### config.mk
export PLATFORM = sky130hd
export DESIGN_NAME = display_addr_cmd_decoder
export DESIGN_NICKNAME = d
export VERILOG_FILES = /design/src/addr_cmd_pkg.sv /design/src/display_addr_cmd_decoder.sv
export SDC_FILE = /design/constraint.sdc
export NUM_CORES = 1
export LEC_CHECK = 0
export ABC_CLOCK_PERIOD_IN_PS = 1830
export BUFFER_PORTS_ARGS = -buffer_cell sky130_fd_sc_hd__buf_2
export CAP_MARGIN = 0
export CORE_AREA = 4 4 107 109
export CTS_BUF_LIST = sky130_fd_sc_hd__clkbuf_8
export CTS_CLUSTER_SIZE = 20
export DETAILED_ROUTE_END_ITERATION = 10
export DIE_AREA = 0 0 111 113
export PLACE_DENSITY = 0.84
export SYNTH_ARGS = -nofsm -noshare
export SYNTH_HDL_FRONTEND = slang
export SYNTH_SLANG_ARGS = --single-unit
### constraint.sdc
create_clock -name i_clk_sys -period 1.83 [get_ports i_clk_sys]
set_input_delay 0.0915 -clock i_clk_sys [delete_from_list [all_inputs] [get_ports i_clk_sys]]
set_output_delay 0.0915 -clock i_clk_sys [all_outputs]
set_load 0.005 [all_outputs]
### src/addr_cmd_pkg.sv
package addr_cmd_pkg;

	// ****************************************
	// command opcodes and field layout
	// ****************************************
	localparam logic [7:0] CMD_COL_LO_BASE = 8'h00; // 00h..0fh
	localparam logic [7:0] CMD_COL_HI_BASE = 8'h10; // 10h..17h
	localparam logic [7:0] CMD_SET_MODE = 8'h20;
	localparam logic [7:0] CMD_LINE_WIN = 8'h21;
	localparam logic [7:0] CMD_PAGE_WIN = 8'h22;
	localparam logic [4:0] COL_HI_PREFIX = 5'h02; // top five bits of 10h..17h
	localparam logic [3:0] COL_LO_PREFIX = 4'h0; // top four bits of 00h..0fh
	localparam int MODE_SEL_BIT = 3; // parameter bit 3 of the mode byte
	localparam logic [1:0] MODE_FIELD_H = 2'h1; // bits 1:0 = 01b
	localparam logic [1:0] MODE_FIELD_PAGE = 2'h2; // bits 1:0 = 10b

	// ****************************************
	// widths and reset values
	// ****************************************
	localparam int LINE_W = 7;
	localparam int PAGE_W = 4;
	localparam logic [3:0] COL_LO_RESET = 4'h0;
	localparam logic [2:0] COL_HI_RESET = 3'h0;
	localparam logic [6:0] LINE_START_RESET = 7'h00;
	localparam logic [6:0] LINE_END_COM_RESET = 7'h7f; // last row 127
	localparam logic [6:0] LINE_END_SEG_RESET = 7'h3f; // last column 63
	localparam logic [3:0] PAGE_START_RESET = 4'h0;
	localparam logic [3:0] PAGE_END_COM_RESET = 4'h7;
	localparam logic [3:0] PAGE_END_SEG_RESET = 4'hf;

	// ****************************************
	// frame timing
	// ****************************************
	localparam int CLK_HZ = 200_000_000;
	localparam int OSC_HZ = 688_000; // typical oscillator rate
	localparam int OSC_DIV = CLK_HZ / OSC_HZ; // system clocks per oscillator cycle
	localparam int DIV_RATIO = 1;
	localparam int ROW_CLOCKS = 103;
	localparam int ROWS_PER_FRAME = 64;

	// ****************************************
	// types
	// ****************************************
	typedef enum logic [1:0] {
		MODE_COM_H = 2'b00,
		MODE_PAGE = 2'b01,
		MODE_SEG_H = 2'b10
	} addr_mode_t;

	typedef enum logic [1:0] {
		ST_OPCODE = 2'b00,
		ST_MODE_ARG = 2'b01,
		ST_START_ARG = 2'b10,
		ST_END_ARG = 2'b11
	} dec_state_t;

	typedef struct packed {
		logic [LINE_W-1:0] start_addr;
		logic [LINE_W-1:0] end_addr;
	} line_win_t;

	typedef struct packed {
		logic [PAGE_W-1:0] start_addr;
		logic [PAGE_W-1:0] end_addr;
	} page_win_t;

	typedef struct packed {
		logic [3:0] lo;
		logic [2:0] hi;
	} col_start_t;

endpackage : addr_cmd_pkg

### src/display_addr_cmd_decoder.sv
`timescale 1ns/1ps

// Notes on behaviour
// - opcode 00h-0fh loads bits 3:0 into the column start low nibble
// - opcode 10h-17h loads bits 2:0 into the column start high nibble
// - both column start nibbles are zero after reset
// - column nibble opcodes act only in banked page mode
// - opcode 20h plus one byte picks common, page or segment horizontal mode
// - opcode 21h takes start then end byte, seven bits each
// - common horizontal mode: rows 0-127, reset 0 and 127
// - segment horizontal mode: columns 0-63, reset 0 and 63
// - line window applies only in the two horizontal modes
// - column counts along common direction, row along segment direction
// - opcode 22h sets page window start and end for horizontal modes
// - common horizontal mode: pages 0-7, reset 0 and 7
// - segment horizontal mode: pages 0-15, reset 0 and 15
// - one frame every divide ratio times row clocks times 64 oscillator cycles
// - default row period 103 display clocks, default divide ratio 1
module display_addr_cmd_decoder #(
	parameter int OSC_DIV = addr_cmd_pkg::OSC_DIV,
	parameter int DIV_RATIO = addr_cmd_pkg::DIV_RATIO,
	parameter int ROW_CLOCKS = addr_cmd_pkg::ROW_CLOCKS,
	parameter int ROWS_PER_FRAME = addr_cmd_pkg::ROWS_PER_FRAME
) (
	// clock and reset
	input wire logic i_clk_sys,
	input wire logic i_resetn,
	// host byte port
	input wire logic i_wr_strobe,
	input wire logic i_data_sel,
	input wire logic [7:0] i_byte,
	// address setup state
	output addr_cmd_pkg::col_start_t o_col_start,
	output addr_cmd_pkg::addr_mode_t o_addr_mode,
	output addr_cmd_pkg::line_win_t o_line_win,
	output addr_cmd_pkg::page_win_t o_page_win,
	output logic o_param_pending,
	// timing generator
	output logic o_display_clock_tick,
	output logic o_row_tick,
	output logic o_frame_tick
);

	// ****************************************
	// byte intake and decode helpers
	// ****************************************
	logic take;
	logic horiz;
	logic seg_mode;
	addr_cmd_pkg::dec_state_t state_ff;
	logic page_cmd_ff;
	logic line_set_ff;
	logic page_set_ff;
	addr_cmd_pkg::col_start_t col_ff;
	addr_cmd_pkg::addr_mode_t mode_ff;
	addr_cmd_pkg::line_win_t line_ff;
	addr_cmd_pkg::page_win_t page_ff;
	addr_cmd_pkg::line_win_t nxt_line;
	addr_cmd_pkg::page_win_t nxt_page;

	// only command bytes are decoded here
	assign take = i_wr_strobe && !i_data_sel;
	assign horiz = (mode_ff == addr_cmd_pkg::MODE_COM_H) || (mode_ff == addr_cmd_pkg::MODE_SEG_H);
	assign seg_mode = (mode_ff == addr_cmd_pkg::MODE_SEG_H);

	// decode a mode byte, invalid combinations give the current mode back
	function automatic addr_cmd_pkg::addr_mode_t mode_of(input logic [7:0] b, input addr_cmd_pkg::addr_mode_t cur);
		addr_cmd_pkg::addr_mode_t m;
		m = cur;
		if (!b[addr_cmd_pkg::MODE_SEL_BIT] && b[1:0] == addr_cmd_pkg::MODE_FIELD_H) begin
			m = addr_cmd_pkg::MODE_COM_H;
		end else if (!b[addr_cmd_pkg::MODE_SEL_BIT] && b[1:0] == addr_cmd_pkg::MODE_FIELD_PAGE) begin
			m = addr_cmd_pkg::MODE_PAGE;
		end else if (b[addr_cmd_pkg::MODE_SEL_BIT] && b[1:0] == addr_cmd_pkg::MODE_FIELD_H) begin
			m = addr_cmd_pkg::MODE_SEG_H;
		end
		return m;
	endfunction : mode_of

	// ****************************************
	// opcode / parameter sequencer
	// ****************************************
	always_ff @(posedge i_clk_sys or negedge i_resetn) begin
		if (!i_resetn) begin
			state_ff <= addr_cmd_pkg::ST_OPCODE;
			page_cmd_ff <= 1'b0;
		end else if (take) begin
			case (state_ff)
				addr_cmd_pkg::ST_OPCODE: begin
					if (i_byte == addr_cmd_pkg::CMD_SET_MODE) begin
						state_ff <= addr_cmd_pkg::ST_MODE_ARG;
					end else if (i_byte == addr_cmd_pkg::CMD_LINE_WIN || i_byte == addr_cmd_pkg::CMD_PAGE_WIN) begin
						state_ff <= addr_cmd_pkg::ST_START_ARG;
						page_cmd_ff <= (i_byte == addr_cmd_pkg::CMD_PAGE_WIN);
					end
				end
				addr_cmd_pkg::ST_MODE_ARG: state_ff <= addr_cmd_pkg::ST_OPCODE;
				addr_cmd_pkg::ST_START_ARG: state_ff <= addr_cmd_pkg::ST_END_ARG;
				addr_cmd_pkg::ST_END_ARG: state_ff <= addr_cmd_pkg::ST_OPCODE;
				default: state_ff <= addr_cmd_pkg::ST_OPCODE;
			endcase
		end
	end

	// ****************************************
	// column start nibbles
	// ****************************************
	always_ff @(posedge i_clk_sys or negedge i_resetn) begin
		if (!i_resetn) begin
			col_ff.lo <= addr_cmd_pkg::COL_LO_RESET;
			col_ff.hi <= addr_cmd_pkg::COL_HI_RESET;
		end else if (take && state_ff == addr_cmd_pkg::ST_OPCODE && mode_ff == addr_cmd_pkg::MODE_PAGE) begin
			if (i_byte[7:4] == addr_cmd_pkg::COL_LO_PREFIX) begin
				col_ff.lo <= i_byte[3:0];
			end else if (i_byte[7:3] == addr_cmd_pkg::COL_HI_PREFIX) begin
				col_ff.hi <= i_byte[2:0];
			end
		end
	end

	// ****************************************
	// addressing mode
	// ****************************************
	always_ff @(posedge i_clk_sys or negedge i_resetn) begin
		if (!i_resetn) begin
			mode_ff <= addr_cmd_pkg::MODE_PAGE;
		end else if (take && state_ff == addr_cmd_pkg::ST_MODE_ARG) begin
			mode_ff <= mode_of(i_byte, mode_ff);
		end
	end

	// ****************************************
	// line and page windows
	// ****************************************
	always_ff @(posedge i_clk_sys or negedge i_resetn) begin
		if (!i_resetn) begin
			line_ff.start_addr <= addr_cmd_pkg::LINE_START_RESET;
			line_ff.end_addr <= addr_cmd_pkg::LINE_END_COM_RESET;
			page_ff.start_addr <= addr_cmd_pkg::PAGE_START_RESET;
			page_ff.end_addr <= addr_cmd_pkg::PAGE_END_COM_RESET;
			line_set_ff <= 1'b0;
			page_set_ff <= 1'b0;
		end else if (take && horiz) begin
			if (state_ff == addr_cmd_pkg::ST_START_ARG && !page_cmd_ff) begin
				line_ff.start_addr <= i_byte[addr_cmd_pkg::LINE_W-1:0];
			end
			if (state_ff == addr_cmd_pkg::ST_END_ARG && !page_cmd_ff) begin
				line_ff.end_addr <= i_byte[addr_cmd_pkg::LINE_W-1:0];
				line_set_ff <= 1'b1;
			end
			if (state_ff == addr_cmd_pkg::ST_START_ARG && page_cmd_ff) begin
				page_ff.start_addr <= i_byte[addr_cmd_pkg::PAGE_W-1:0];
			end
			if (state_ff == addr_cmd_pkg::ST_END_ARG && page_cmd_ff) begin
				page_ff.end_addr <= i_byte[addr_cmd_pkg::PAGE_W-1:0];
				page_set_ff <= 1'b1;
			end
		end
	end

	// effective windows: until written, end follows the mode default
	always_comb begin
		nxt_line = line_ff;
		nxt_page = page_ff;
		if (!line_set_ff) begin
			nxt_line.end_addr = seg_mode ? addr_cmd_pkg::LINE_END_SEG_RESET : addr_cmd_pkg::LINE_END_COM_RESET;
		end
		if (!page_set_ff) begin
			nxt_page.end_addr = seg_mode ? addr_cmd_pkg::PAGE_END_SEG_RESET : addr_cmd_pkg::PAGE_END_COM_RESET;
		end
	end

	// registered outputs
	always_ff @(posedge i_clk_sys or negedge i_resetn) begin
		if (!i_resetn) begin
			o_col_start <= '0;
			o_addr_mode <= addr_cmd_pkg::MODE_PAGE;
			o_line_win <= {addr_cmd_pkg::LINE_START_RESET, addr_cmd_pkg::LINE_END_COM_RESET};
			o_page_win <= {addr_cmd_pkg::PAGE_START_RESET, addr_cmd_pkg::PAGE_END_COM_RESET};
			o_param_pending <= 1'b0;
		end else begin
			o_col_start <= col_ff;
			o_addr_mode <= mode_ff;
			o_line_win <= nxt_line;
			o_page_win <= nxt_page;
			o_param_pending <= (state_ff != addr_cmd_pkg::ST_OPCODE);
		end
	end

	// ****************************************
	// frame timing chain
	// ****************************************
	logic [15:0] osc_cnt_ff;
	logic [15:0] div_cnt_ff;
	logic [15:0] rowclk_cnt_ff;
	logic [15:0] row_cnt_ff;
	logic osc_tick;
	logic display_clock_tick;
	logic row_end;

	// oscillator enable, then display clock by divide ratio
	assign osc_tick = (osc_cnt_ff == 16'(OSC_DIV - 1));
	assign display_clock_tick = osc_tick && (div_cnt_ff == 16'(DIV_RATIO - 1));
	assign row_end = display_clock_tick && (rowclk_cnt_ff == 16'(ROW_CLOCKS - 1));

	// free-running counter chain, commands never touch it
	always_ff @(posedge i_clk_sys or negedge i_resetn) begin
		if (!i_resetn) begin
			osc_cnt_ff <= '0;
			div_cnt_ff <= '0;
			rowclk_cnt_ff <= '0;
			row_cnt_ff <= '0;
		end else begin
			osc_cnt_ff <= osc_tick ? 16'h0000 : osc_cnt_ff + 16'h0001;
			if (osc_tick) begin
				div_cnt_ff <= display_clock_tick ? 16'h0000 : div_cnt_ff + 16'h0001;
			end
			if (display_clock_tick) begin
				rowclk_cnt_ff <= row_end ? 16'h0000 : rowclk_cnt_ff + 16'h0001;
			end
			if (row_end) begin
				row_cnt_ff <= (row_cnt_ff == 16'(ROWS_PER_FRAME - 1)) ? 16'h0000 : row_cnt_ff + 16'h0001;
			end
		end
	end

	// tick outputs, one cycle each
	always_ff @(posedge i_clk_sys or negedge i_resetn) begin
		if (!i_resetn) begin
			o_display_clock_tick <= 1'b0;
			o_row_tick <= 1'b0;
			o_frame_tick <= 1'b0;
		end else begin
			o_display_clock_tick <= display_clock_tick;
			o_row_tick <= row_end;
			o_frame_tick <= row_end && (row_cnt_ff == 16'(ROWS_PER_FRAME - 1));
		end
	end

	// ****************************************
	// checks
	// ****************************************
	logic [31:0] osc_since_ff;
	// oscillator cycles since the last frame tick
	always_ff @(posedge i_clk_sys or negedge i_resetn) begin
		if (!i_resetn) begin
			osc_since_ff <= '0;
		end else if (o_frame_tick) begin
			osc_since_ff <= osc_tick ? 32'h1 : 32'h0;
		end else if (osc_tick) begin
			osc_since_ff <= osc_since_ff + 32'h1;
		end
	end
	logic seen_frame_ff;
	// first frame seen, period check starts after it
	always_ff @(posedge i_clk_sys or negedge i_resetn) begin
		if (!i_resetn) begin
			seen_frame_ff <= 1'b0;
		end else if (o_frame_tick) begin
			seen_frame_ff <= 1'b1;
		end
	end

	// decoder and timing assertions
	col_lo_load_a: assert property (@(posedge i_clk_sys) disable iff (!i_resetn)
		take && state_ff == addr_cmd_pkg::ST_OPCODE && mode_ff == addr_cmd_pkg::MODE_PAGE && i_byte[7:4] == 4'h0
		|=> ##1 o_col_start.lo == $past(i_byte[3:0], 2)) else $error("low nibble not loaded");
	col_hi_load_a: assert property (@(posedge i_clk_sys) disable iff (!i_resetn)
		take && state_ff == addr_cmd_pkg::ST_OPCODE && mode_ff == addr_cmd_pkg::MODE_PAGE && i_byte[7:3] == 5'h02
		|=> col_ff.hi == $past(i_byte[2:0])) else $error("high nibble not loaded");
	col_guard_a: assert property (@(posedge i_clk_sys) disable iff (!i_resetn)
		take && mode_ff != addr_cmd_pkg::MODE_PAGE |=> $stable(col_ff)) else $error("column changed outside page mode");
	mode_set_a: assert property (@(posedge i_clk_sys) disable iff (!i_resetn)
		take && state_ff == addr_cmd_pkg::ST_MODE_ARG && i_byte[3] && i_byte[1:0] == 2'h1
		|=> mode_ff == addr_cmd_pkg::MODE_SEG_H) else $error("segment mode not selected");
	mode_invalid_a: assert property (@(posedge i_clk_sys) disable iff (!i_resetn)
		take && state_ff == addr_cmd_pkg::ST_MODE_ARG && i_byte[1:0] == 2'h3 |=> $stable(mode_ff))
		else $error("invalid mode byte changed mode");
	line_order_a: assert property (@(posedge i_clk_sys) disable iff (!i_resetn)
		take && state_ff == addr_cmd_pkg::ST_END_ARG && !page_cmd_ff && horiz
		|=> line_ff.end_addr == $past(i_byte[6:0]) ##1 o_line_win.end_addr == line_ff.end_addr)
		else $error("line end not taken");
	line_default_a: assert property (@(posedge i_clk_sys) disable iff (!i_resetn)
		!line_set_ff && seg_mode |=> o_line_win.end_addr == 7'h3f) else $error("segment line end default wrong");
	page_default_a: assert property (@(posedge i_clk_sys) disable iff (!i_resetn)
		!page_set_ff && mode_ff == addr_cmd_pkg::MODE_COM_H |=> o_page_win.end_addr == 4'h7)
		else $error("common page end default wrong");
	param_return_a: assert property (@(posedge i_clk_sys) disable iff (!i_resetn)
		take && (state_ff == addr_cmd_pkg::ST_END_ARG || state_ff == addr_cmd_pkg::ST_MODE_ARG)
		|=> state_ff == addr_cmd_pkg::ST_OPCODE ##1 !o_param_pending) else $error("decoder stuck in parameters");
	frame_period_a: assert property (@(posedge i_clk_sys) disable iff (!i_resetn)
		o_frame_tick && seen_frame_ff |-> osc_since_ff == 32'(DIV_RATIO * ROW_CLOCKS * ROWS_PER_FRAME))
		else $error("frame period wrong");

	// main scenarios reached
	mode_com_c: cover property (@(posedge i_clk_sys) disable iff (!i_resetn) mode_ff == addr_cmd_pkg::MODE_COM_H);
	line_win_c: cover property (@(posedge i_clk_sys) disable iff (!i_resetn) line_set_ff && horiz);
	page_win_c: cover property (@(posedge i_clk_sys) disable iff (!i_resetn) page_set_ff && seg_mode);
	frame_c: cover property (@(posedge i_clk_sys) disable iff (!i_resetn) o_frame_tick && seen_frame_ff);

endmodule : display_addr_cmd_decoder

Word-level counts from Yosys, hierarchy flattened
Index checks and enable logic that the tools add are counted.
{ "word_totals": {"inputBits": 12, "out_inout_bits": 35, "elab_cells": 97, "regBits": 135} }
{ "op_classes": {"muxes": 14, "reduce_logical": 36, "add_sub_neg": 4, "bitwise_logic": 2, "n_eq_ne": 15} }
{ "op_table": {"columns": ["op", "n"], "rows": [
  ["16-bit by 1-bit adder with 16-bit output, second input constant", 4],
  ["16-bit 2-to-1 mux", 4],
  ["8-bit by 6-bit equality test with 1-bit output, second input constant", 3],
  ["16-bit by 6-bit equality test with 1-bit output, second input constant", 1],
  ["16-bit by 7-bit equality test with 1-bit output, second input constant", 1],
  ["16-bit by 9-bit equality test with 1-bit output, second input constant", 1],
  ["16-bit logical NOT", 1],
  ["1-bit logical AND", 15],
  ["7-bit 2-to-1 mux", 2],
  ["2-bit AND reduction", 7],
  ["2-bit 2-to-1 mux", 5],
  ["2-bit equality test, second input constant", 4],
  ["4-bit 2-to-1 mux", 2],
  ["2-bit by 1-bit equality test with 1-bit output, second input constant", 3],
  ["2-bit one-hot mux with 3 select lines", 1],
  ["5-bit by 2-bit equality test with 1-bit output, second input constant", 1],
  ["2-bit logical NOT", 2],
  ["4-bit logical NOT", 1],
  ["4-bit AND reduction", 1],
  ["1-bit logical NOT", 3],
  ["3-bit inequality test, second input constant", 1],
  ["3-bit AND reduction", 1],
  ["3-bit nonzero test", 1],
  ["1-bit logical OR", 2],
  ["3 further kinds", 4]
]} }

Longest topological paths before layout
Gate-level depths: netlist of the first run.
{ "depth": {"depth_word": 5, "depth_mapped": 10, "depth_no_buf": 8} }

Worst setup path after synthesis of the first run
OpenSTA, ideal clock, no wires.
{ "synth_path": {"path_type": "register to register", "startpoint": "register div_cnt_ff[0]", "endpoint": "register row_cnt_ff[14]", "setup_slack_ns": -0.092, "arrival_ns": 1.856, "stages_incl_launch_ff": 10, "t_required_ns": 1.764, "n_path_buf": 2, "setup_time_ns": 0.066, "path_cell_list": "dfrtp_1 > inv_1 > ha_1 > nor4b_2 > and4_1 > buf_6 > nand3_4 > buf_6 > or4_1 > nand2_1"} }
{ "synth_between": {"elab_chain_cells": 3} }
{ "synth_rtl": {"columns": ["element", "line", "text"], "rows": [
  ["start, declared", "display_addr_cmd_decoder.sv:194", "logic [15:0] div_cnt_ff;"],
  ["start signal, assigned", "display_addr_cmd_decoder.sv:216", "div_cnt_ff <= display_clock_tick ? 16'h0000 : div_cnt_ff + 16'h0001;"],
  ["16-bit logical NOT", "display_addr_cmd_decoder.sv:203", "assign display_clock_tick = osc_tick && (div_cnt_ff == 16'(DIV_RATIO - 1));"],
  ["1-bit logical AND", "display_addr_cmd_decoder.sv:203", null],
  ["1-bit logical AND", "display_addr_cmd_decoder.sv:204", "assign row_end = display_clock_tick && (rowclk_cnt_ff == 16'(ROW_CLOCKS - 1));"],
  ["end signal, assigned", "display_addr_cmd_decoder.sv:222", "row_cnt_ff <= (row_cnt_ff == 16'(ROWS_PER_FRAME - 1)) ? 16'h0000 : row_cnt_ff + 16'h0001;"],
  ["end, declared", "display_addr_cmd_decoder.sv:196", "logic [15:0] row_cnt_ff;"]
]} }
Every way passes these cells.
A chain may end at the register's enable or synchronous reset.

Worst setup path in the final report of the first run
{ "layout_path": {"startpoint": "register row_cnt_ff[8]", "endpoint": "register row_cnt_ff[9]"} }
{ "layout_between": {"elab_chain_cells": 2, "word_cells_on_any_way": 3, "cone_classes": "add/sub: 1; eq/ne: 1; mux: 1"} }
{ "layout_rtl": {"columns": ["element", "line"], "rows": [
  ["16-bit by 1-bit adder with 16-bit output or 16-bit by 6-bit equality test with 1-bit output (tied branches)", "display_addr_cmd_decoder.sv:222"],
  ["16-bit 2-to-1 mux (*)", "display_addr_cmd_decoder.sv:222"]
]} }
Mark *: on every way between the ends. The rest lies on a longest branch, timed or not.

==> impl_metrics.tcl, run 1 <==
set metrics [dict create \
    timing.final.crit_period_ns 1.99 \
    hp-class "input port to async pin" \
    period_share_pct 109 \
    die_h_um 113 \
    power.total_mw 5.64 \
    final_core_util_pct 71.2 \
    pin_count 47 \
    yosys.area_share.simple_pct 19.9 \
    drc 0 \
    core.rowCount 38 \
    cts_buffer_depth 2 \
    violations "negative setup slack" \
    crit_path_end_kind "flip-flop" \
    via_count 4412 \
    clkSinkCount 135 \
    cts_tree "done" \
    die_w_um 111 \
    clk_latency_ns 0.45 \
    antenna_found_initial 0 \
    rr_worst_depth 5 \
    critPathMaxFanout 9 \
    grt_max_degree 58 \
    synthTopCellsByCount "113 x dfrtp_1, 37 x nand2_1, 33 x nor2_1, 33 x o21ai_0, 28 x nand3_1" \
    syn_to_final_growth_pct 31.5 \
    synthMuxAreaShare_pct 5.69 \
    diodes 0 \
    synth_warnings 0 \
    gp_congestion 0.845 \
    synth_compound_area_share_pct 6.12 \
    netlist_area_um2 5740 \
    start_util_pct 54.1 \
    whs_ns 0.0583 \
    cp.arrival_ns 2.32 \
    root_buffer "clkbuf_8" \
    synth_edf_count 0 \
    slew_headroom_pct 66.0 \
    synth_cell_types 53 \
    synth_top_area_share_pct 49.3 \
    cap_violations 0 \
    synth_cells 483 \
    via_per_inst 5.56 \
    p_int_mw 4.25 \
    finalNonFillerCells 793 \
    leakagePower_nw 3.56 \
    grt_pass1_wl_mm 21.6 \
    synth_fa_ha_area_share_pct 1.53 \
    slew_viol_final 0 \
    ys.flop_type "dfrtp_1" \
    dieArea_um2 12500 \
    worstMarginPinSlew_ns 0.504 \
    cts.htree.levels 4 \
    synth_nets 502 \
    reg2reg_to "row_cnt_ff[9]" \
    reg2reg_slack_ns -0.16 \
    synth_xor_area_share_pct 5.65 \
    worstReg2RegStart "row_cnt_ff[8]" \
    cts_made_buffers 17 \
    critPathRequiredTime_ns 2.16 \
    fin_nets 659 \
    yosysMostFrequentCell "dfrtp_1" \
    yosysTopAreaCell "dfrtp_1" \
    setup_viol 27 \
    cp-start-kind "flip-flop" \
    synth_top_family_by_area "simple AND/OR/NAND/NOR gates" \
    wirelength_mm 13.6 \
    io_buffers 46 \
    synth_area_leaders "dfrtp_1 49%, dfstp_2 10%, mux2_2 5.3%" \
    track_usage_pct 21.8 \
    combPwrFrac_pct 4.5 \
    core_area_um2 10600 \
    status "finished with violations" \
    finClkSkew_ns 0.0134 \
    setup_ws_ns -0.163 \
    path_clk_slew_ns 0.08 \
    async_flop_share_pct 100 \
    drt.antenna.violating_nets 0 \
    p_seq_share_pct 55.0 \
    power.share.switching_pct 24.6 \
    switching_power_mw 1.39 \
    wl_per_cell_um 17.1 \
    synth_seq_cells 135 \
    final_hold_viol_count 0 \
    grt_overflow_total 0 \
    initialDrtViolationCount 308 \
    worstSetupPathType "flip-flop to flip-flop" \
    dp_cells 737 \
    pwr-share-clk_pct 40.5 \
    rsz0062_at_grt "true" \
    yosysSeqAreaShare_pct 59.3 \
    avgSynthCellArea_um2 11.9 \
    powerDensity_nw_per_um2 748 \
    place_hpwl_mm 8.57 \
    grt_pass1_vias 4580 \
    final_layout_size_suffix_gt1_share_pct 42.7 \
    irDropWorstVdd_uv 712 \
    fmax_ghz 0.502 \
    drtPass1Iterations 7 \
]
power groups by stage:
stage | registers [mW] | logic (mW) | clock network [mW]
global placement | 3.15 | 0.220 | 0
global route | 3.11 | 0.281 | 2.47
floorplan | 3.16 | 0.0661 | 0
CTS | 3.10 | 0.250 | 2.33
detailed placement | 3.16 | 0.229 | 0
finish | 3.11 | 0.252 | 2.29
area by class of cell:
class | instances | area (µm²)
Fill cell | 664 | 3050
Sequential cell | 135 | 3410
Tap cell | 140 | 175
Clock inverter | 15 | 128
Inverter | 9 | 36.3
Clock buffer | 17 | 234
Timing Repair Buffer | 150 | 1100
Multi-Input combinational cell | 327 | 2470
state kept, by name, summed over array words and instances, names as in the netlist, 2 cells and up:
register       count
nxt_page           4
state_ff           2
osc_cnt_ff        16
line_ff           14
rowclk_cnt_ff     16
col_ff             7
row_cnt_ff        16
mode_ff            2
o_addr_mode        2
o_col_start        7
page_ff            4
o_line_win        14
div_cnt_ff        16
o_page_win         8
critical path, cell delays in order (launching register included):
cell and delay, ns:
dfrtp_1 0.40, or4_4 0.56, or3_4 0.42, o31ai_4 0.24
buf_6 0.17, o31ai_1 0.08
cells by family (layout without fill, tap and decap cells):
logic type      Yosys count  in the layout
simple gates            194            194
flops                   135            135
compound gates           60             60
xor+xnor                 37             37
mux                      29             29
buf+inv                  21            191
fa+ha+maj                 7              7
repair_timing:
action,4_1_cts,5_1_grt
hold endpoints to repair,125,0
resized for setup,28,52
endpoints found under the setup margin,34,50
buffers inserted,10,8
hold buffers,7,0
pin swaps,16,31
gates cloned,1,0
cell usage in the layout (no fill, tap or decap), types with 3 or more instances in the layout:
cell type	instances
and2_1	3
and3_1	9
and4_1	3
and4_4	3
buf_2	46
buf_4	84
buf_6	10
clkbuf_8	17
clkinv_2	3
clkinvlp_4	3
dfrtp_1	113
dfstp_2	22
dlygate4sd3_1	7
ha_1	5
inv_1	7
inv_2	3
inv_6	5
mux2_2	24
mux2_4	4
nand2_1	35
nand2b_1	17
nand3_1	27
nand4_1	12
nor2_1	28
nor2_4	3
nor2b_1	3
nor3_1	10
nor4_2	3
nor4_4	3
nor4b_4	4
o21ai_0	17
o21ai_1	19
o21ai_2	7
o31ai_1	5
o31ai_2	3
or4_4	3
xnor2_1	22
xor2_1	14
routing by layer:
layer  global-route usage, %  routed length (µm)  up-vias
met4                    9.11                 256        0
met5                       0                   0        -
met1                    24.8                5200     2216
li1                        -                   -     2013
met2                    38.1                7330      156
met3                    6.90                 785       27
worst max path at each step:
stage | from | to | slack, ns | cells past startpoint
final | row_cnt_ff[8] | row_cnt_ff[9] | -0.16 | 5
after global routing | osc_cnt_ff[1] | div_cnt_ff[12] | -0.23 | 9
after CTS | row_cnt_ff[10] | row_cnt_ff[9] | -0.12 | 5
after detailed placement | row_cnt_ff[10] | row_cnt_ff[8] | -0.19 | 6
after global placement | row_cnt_ff[10] | row_cnt_ff[12] | -0.11 | 4
after floorplan | rowclk_cnt_ff[0] | row_cnt_ff[14] | -0.06 | 9
through the flow:
stage	instance area [µm²]	setup TNS, ns	worst slack, ns
3_3_place_gp	6740	-1.02	-0.112
5_1_grt	7550	-5.79	-0.227
4_1_cts	7350	-1.22	-0.119
3_5_place_dp	6740	-2.27	-0.185
6_report	7550	-2.33	-0.163
2_1_floorplan	5780	-0.423	-0.0582
Power figures use the tool's default switching activity.
==> inputs of run 2 (changes only) <==
BUFFER_PORTS_ARGS = -buffer_cell sky130_fd_sc_hd__buf_4   (was -buffer_cell sky130_fd_sc_hd__buf_2)
==> run 2 against run 1 <==
The flow still finishes with violations (negative setup slack). Sequential share of layout area is 1.9 points lower. Combinational power up 11%. Non-clock buffer count down 6. Cell count fell by 0.88%. Fmax decreased by 2.1%. Global-route usage increased by 0.80 points.
==> impl_metrics.tcl, run 2 (same netlist as run 1, synthesis figures left out) <==
set metrics [dict create \
    hp-class "input port to flip-flop" \
    violations "negative setup slack" \
    grt_max_degree 136 \
    layout_common_cells "120 x buf_4, 113 x dfrtp_1, 30 x nand2_1" \
    initialDrtViolationCount 329 \
    root_buffer "clkbuf_8" \
    cts_buffer_depth 2 \
    drt.antenna.violating_nets 0 \
    syn_to_final_growth_pct 37.2 \
    crit_path_end_kind "flip-flop" \
    rsz0062_at_grt "true" \
    pre_cts_slack_ns -0.148 \
    final_layout_size_suffix_gt1_share_pct 46.1 \
    final_hold_viol_count 0 \
    critPathMaxFanout 4 \
    grt_overflow_total 0 \
    status "finished with violations" \
    stdcell_area_um2 7870 \
    whs_ns 0.190 \
    io_buffers 46 \
    powerDensity_nw_per_um2 760 \
    cts_made_buffers 17 \
    setup_ws_ns -0.207 \
    power.total_mw 5.99 \
    clkSinkCount 135 \
    reg2reg_to "rowclk_cnt_ff[5]" \
    clk_latency_ns 0.46 \
    critPathRequiredTime_ns 2.19 \
    worstReg2RegStart "div_cnt_ff[1]" \
    reg2reg_slack_ns -0.21 \
    die_h_um 113 \
    cp-start-kind "flip-flop" \
    crit_top_cell "buf_4" \
    cts.htree.levels 4 \
    die_w_um 111 \
    cp-startpoint "div_cnt_ff[1]" \
    irDropWorstVdd_uv 732 \
    via_count 4469 \
    path_clk_slew_ns 0.08 \
    gp_congestion 0.844 \
    drtPass1Iterations 7 \
    grt_pass1_vias 4686 \
    cts_tree "done" \
    diodes 0 \
    fmax_ghz 0.491 \
    track_usage_pct 22.6 \
    antenna_found_initial 0 \
    core_area_um2 10600 \
    worstMarginPinSlew_ns 0.707 \
    final_core_util_pct 74.3 \
    grt_pass1_wl_mm 22.5 \
    dieArea_um2 12500 \
    slew_viol_final 0 \
    cap_violations 0 \
    start_util_pct 54.1 \
    place_hpwl_mm 8.29 \
    hold_start "i_byte[7]" \
    finalNonFillerCells 786 \
    worstSetupPathType "flip-flop to flip-flop" \
    fin_nets 653 \
    cp_slowest_cell "dfrtp_1" \
    period_share_pct 111 \
    hold_path_depth 5 \
    hold_end "page_cmd_ff" \
    setup_viol 36 \
    wl_per_cell_um 18.9 \
    via_per_inst 5.69 \
    leakagePower_nw 3.65 \
    pin_count 47 \
    cp.arrival_ns 2.40 \
    cpPeakStageDelay_ns 0.39 \
    place_area_um2 6810 \
    core.rowCount 38 \
    tns_ns -3.96 \
    wirelength_mm 14.9 \
    slew_headroom_pct 52.8 \
    drc 0 \
    mostFrequentLayoutCell "buf_4" \
    timing.final.crit_period_ns 2.04 \
    finClkSkew_ns 0.0107 \
    rr_worst_depth 8 \
    dp_cells 733 \
    crit_chain "inv_2, ha_4, nor4b_4, buf_4, nand4_1, buf_4, or3_4, o31ai_2" \
]
-- run 2: repair_timing --
| item | in CTS | in global routing |
|---|---|---|
| cloned | 0 | 1 |
| gates resized for setup | 41 | 81 |
| setup endpoints to repair | 38 | 63 |
| endpoints found under the hold margin | 143 | 0 |
| hold buffers | 9 | 0 |
| pin swaps | 26 | 38 |
| buffers inserted | 4 | 8 |
-- run 2: routing by layer --
metal  routed length [µm]  vias to the layer above  GRT usage [%]
li1                     -                     2007              -
met1                 5400                     2250           25.8
met2                 8230                      168           39.2
met3                  860                       44           6.90
met4                  405                        0           10.3
met5                    0                        -              0
-- run 2: power by group --
group,internal [mW],switching [mW]
Clock,1.41,1.18
Sequential,3.07,0.0417
Combinational,0.132,0.148
Total,4.61,1.37
-- run 2: how the worst max path moves through the flow --
stage,end,cells past startpoint
after floorplan,row_cnt_ff[14],9
after global placement,row_cnt_ff[12],4
after detailed placement,row_cnt_ff[7],4
after CTS,row_cnt_ff[14],7
after global routing,rowclk_cnt_ff[13],8
final,rowclk_cnt_ff[5],8
-- run 2: layout make-up --
cell class	count	area [µm²]
Clock buffer	19	262
Clock inverter	12	154
Fill cell	628	2730
Inverter	9	36.3
Multi-Input combinational cell	327	2660
Sequential cell	135	3410
Tap cell	140	175
Timing Repair Buffer	144	1180
-- run 2: worst max-delay path, delay by kind of cell, from the launching register on --
kind / cells / cell delay (ns)
and+or+nand+nor: 3 / 0.79
DFF: 1 / 0.39
buffers and inverters: 3 / 0.45
AOI/OAI and AO/OA: 1 / 0.18
adders and majority gates: 1 / 0.12
==> inputs of run 3 (changes only) <==
PLACE_DENSITY = 0.86   (was 0.84)
==> run 3 against run 2 <==
The run still ends with negative setup slack left. Cell count grew 1.9%. Routed wire length grew 3.7%. First-iteration DRC count grew 2.7%. Design area shrank 0.21%. Flip-flop and latch count is the same. Clock-buffer cell count shrank 2. Clock skew shrank 0.0014 ns. Sequential power is essentially flat. Clock power grew 4%. Worst hold slack lost 0.14 ns. Critical endpoint is now row_cnt_ff[15].
==> impl_metrics.tcl, run 3 (same netlist as run 1, synthesis figures left out) <==
set metrics [dict create \
    period_share_pct 112 \
    final_hold_viol_count 0 \
    path_clk_slew_ns 0.09 \
    die_w_um 111 \
    worstReg2RegStart "osc_cnt_ff[1]" \
    grt_max_degree 45 \
    core_area_um2 10600 \
    place_area_um2 6940 \
    die_h_um 113 \
    layout_common_cells "138 x buf_4, 113 x dfrtp_1, 32 x nand2_1" \
    setup_ws_ns -0.213 \
    cts_buffer_depth 2 \
    root_buffer "clkbuf_8" \
    cts_tree "done" \
    hp-class "input port to flip-flop" \
    power.total_mw 6.11 \
    grt_overflow_total 0 \
    cp.arrival_ns 2.44 \
    critPathMaxFanout 5 \
    syn_to_final_growth_pct 36.9 \
    rsz0062_at_grt "true" \
    irDropWorstVdd_uv 827 \
    initialDrtViolationCount 338 \
    drc 0 \
    drtPass1Iterations 4 \
    status "finished with violations" \
    start_util_pct 54.1 \
    cp-startpoint "osc_cnt_ff[1]" \
    rr_worst_depth 8 \
    grt_pass1_vias 5000 \
    antenna_found_initial 0 \
    cp-start-kind "flip-flop" \
    fmax_ghz 0.489 \
    core.rowCount 38 \
    final_layout_size_suffix_gt1_share_pct 46.0 \
    fin_nets 667 \
    diodes 0 \
    drt.antenna.violating_nets 0 \
    leakagePower_nw 3.71 \
    clk_latency_ns 0.45 \
    wl_per_cell_um 19.3 \
    endpoint "row_cnt_ff[15]" \
    cts.htree.levels 4 \
    cts_made_buffers 17 \
    crit_path_end_kind "flip-flop" \
    track_usage_pct 24.4 \
    powerDensity_nw_per_um2 778 \
    slew_headroom_pct 71.1 \
    stdcell_area_um2 7860 \
    io_buffers 46 \
    worstSetupPathType "flip-flop to flip-flop" \
    violations "negative setup slack" \
    timing.final.crit_period_ns 2.04 \
    reg2reg_slack_ns -0.21 \
    critPathRequiredTime_ns 2.22 \
    clkSinkCount 135 \
    setup_viol 43 \
    place_hpwl_mm 8.80 \
    hold_path_depth 2 \
    grt_pass1_wl_mm 24.4 \
    via_count 4599 \
    hold_start "i_byte[1]" \
    mostFrequentLayoutCell "buf_4" \
    slew_viol_final 0 \
    dieArea_um2 12500 \
    reg2reg_to "row_cnt_ff[15]" \
    cap_violations 0 \
    pin_count 47 \
    via_per_inst 5.74 \
    finClkSkew_ns 0.00936 \
    gp_congestion 0.866 \
    wirelength_mm 15.4 \
    worstMarginPinSlew_ns 0.434 \
]
[run 3: changes by cell type in the layout (fill, tap and decap cells not counted), moves of 3 or more]
cell,before,now
o21ai_2,15,12
o21ai_0,14,19
o31ai_1,1,4
buf_4,120,138
inv_8,0,8
[run 3: layout make-up]
type                       instances  area (µm²)
timing repair buffer             158        1270
multi-input combinational        327        2530
clock buffer                      17         234
clock inverter                    15         201
tap                              140         175
inverter                           9        33.8
sequential                       135        3410
fill                             622        2750
[run 3: how the worst min path moves through the flow]
stage | slack, ns | end
detailed placement | 0.06 | rowclk_cnt_ff[1]
global placement | 0.06 | rowclk_cnt_ff[2]
floorplan | -0.20 | col_ff[0]
global route | 0.04 | line_ff[8]
finish | 0.05 | line_ff[8]
CTS | 0.02 | line_ff[8]
[run 3: through the flow]
stage / std cells / setup TNS (ns) / hold WS, ns / utilization (%) / setup WS [ns]
after floorplan: 483 / -0.423 / -0.204 / - / -0.0582
after CTS: 792 / -1.54 / 0.0167 / 71.6 / -0.110
final: 801 / -4.16 / 0.0526 / 74.1 / -0.213
after detailed placement: 749 / -2.44 / 0.0634 / 65.4 / -0.147
after global routing: 801 / -7.36 / 0.0377 / 74.1 / -0.271
after global placement: 749 / -0.714 / 0.0611 / 65.4 / -0.0615
[run 3: critical path: stages (launching register included)]
cell	delay (ns)
dfrtp_1	0.40
inv_1	0.08
ha_2	0.17
nor4b_4	0.29
and4_4	0.31
nand3_4	0.11
buf_6	0.15
or4_4	0.41
nand2_2	0.07
[run 3: power by group]
part           switching, mW  internal, mW
Clock                   1.41          1.31
Sequential            0.0434          3.07
Combinational          0.149         0.139
[run 3: metal layers]
layer	GRT usage [%]	wire (µm)
met2	43.7	8430
met4	13.6	580
met5	0	0
met3	5.61	731
met1	26.9	5700
[run 3: repair_timing]
item	CTS	global route
endpoints found under the hold margin	114	0
gates cloned	0	1
hold buffers	7	0
buffers inserted	4	8
endpoints found under the setup margin	45	62
pin swaps	18	30
resized for setup	38	54
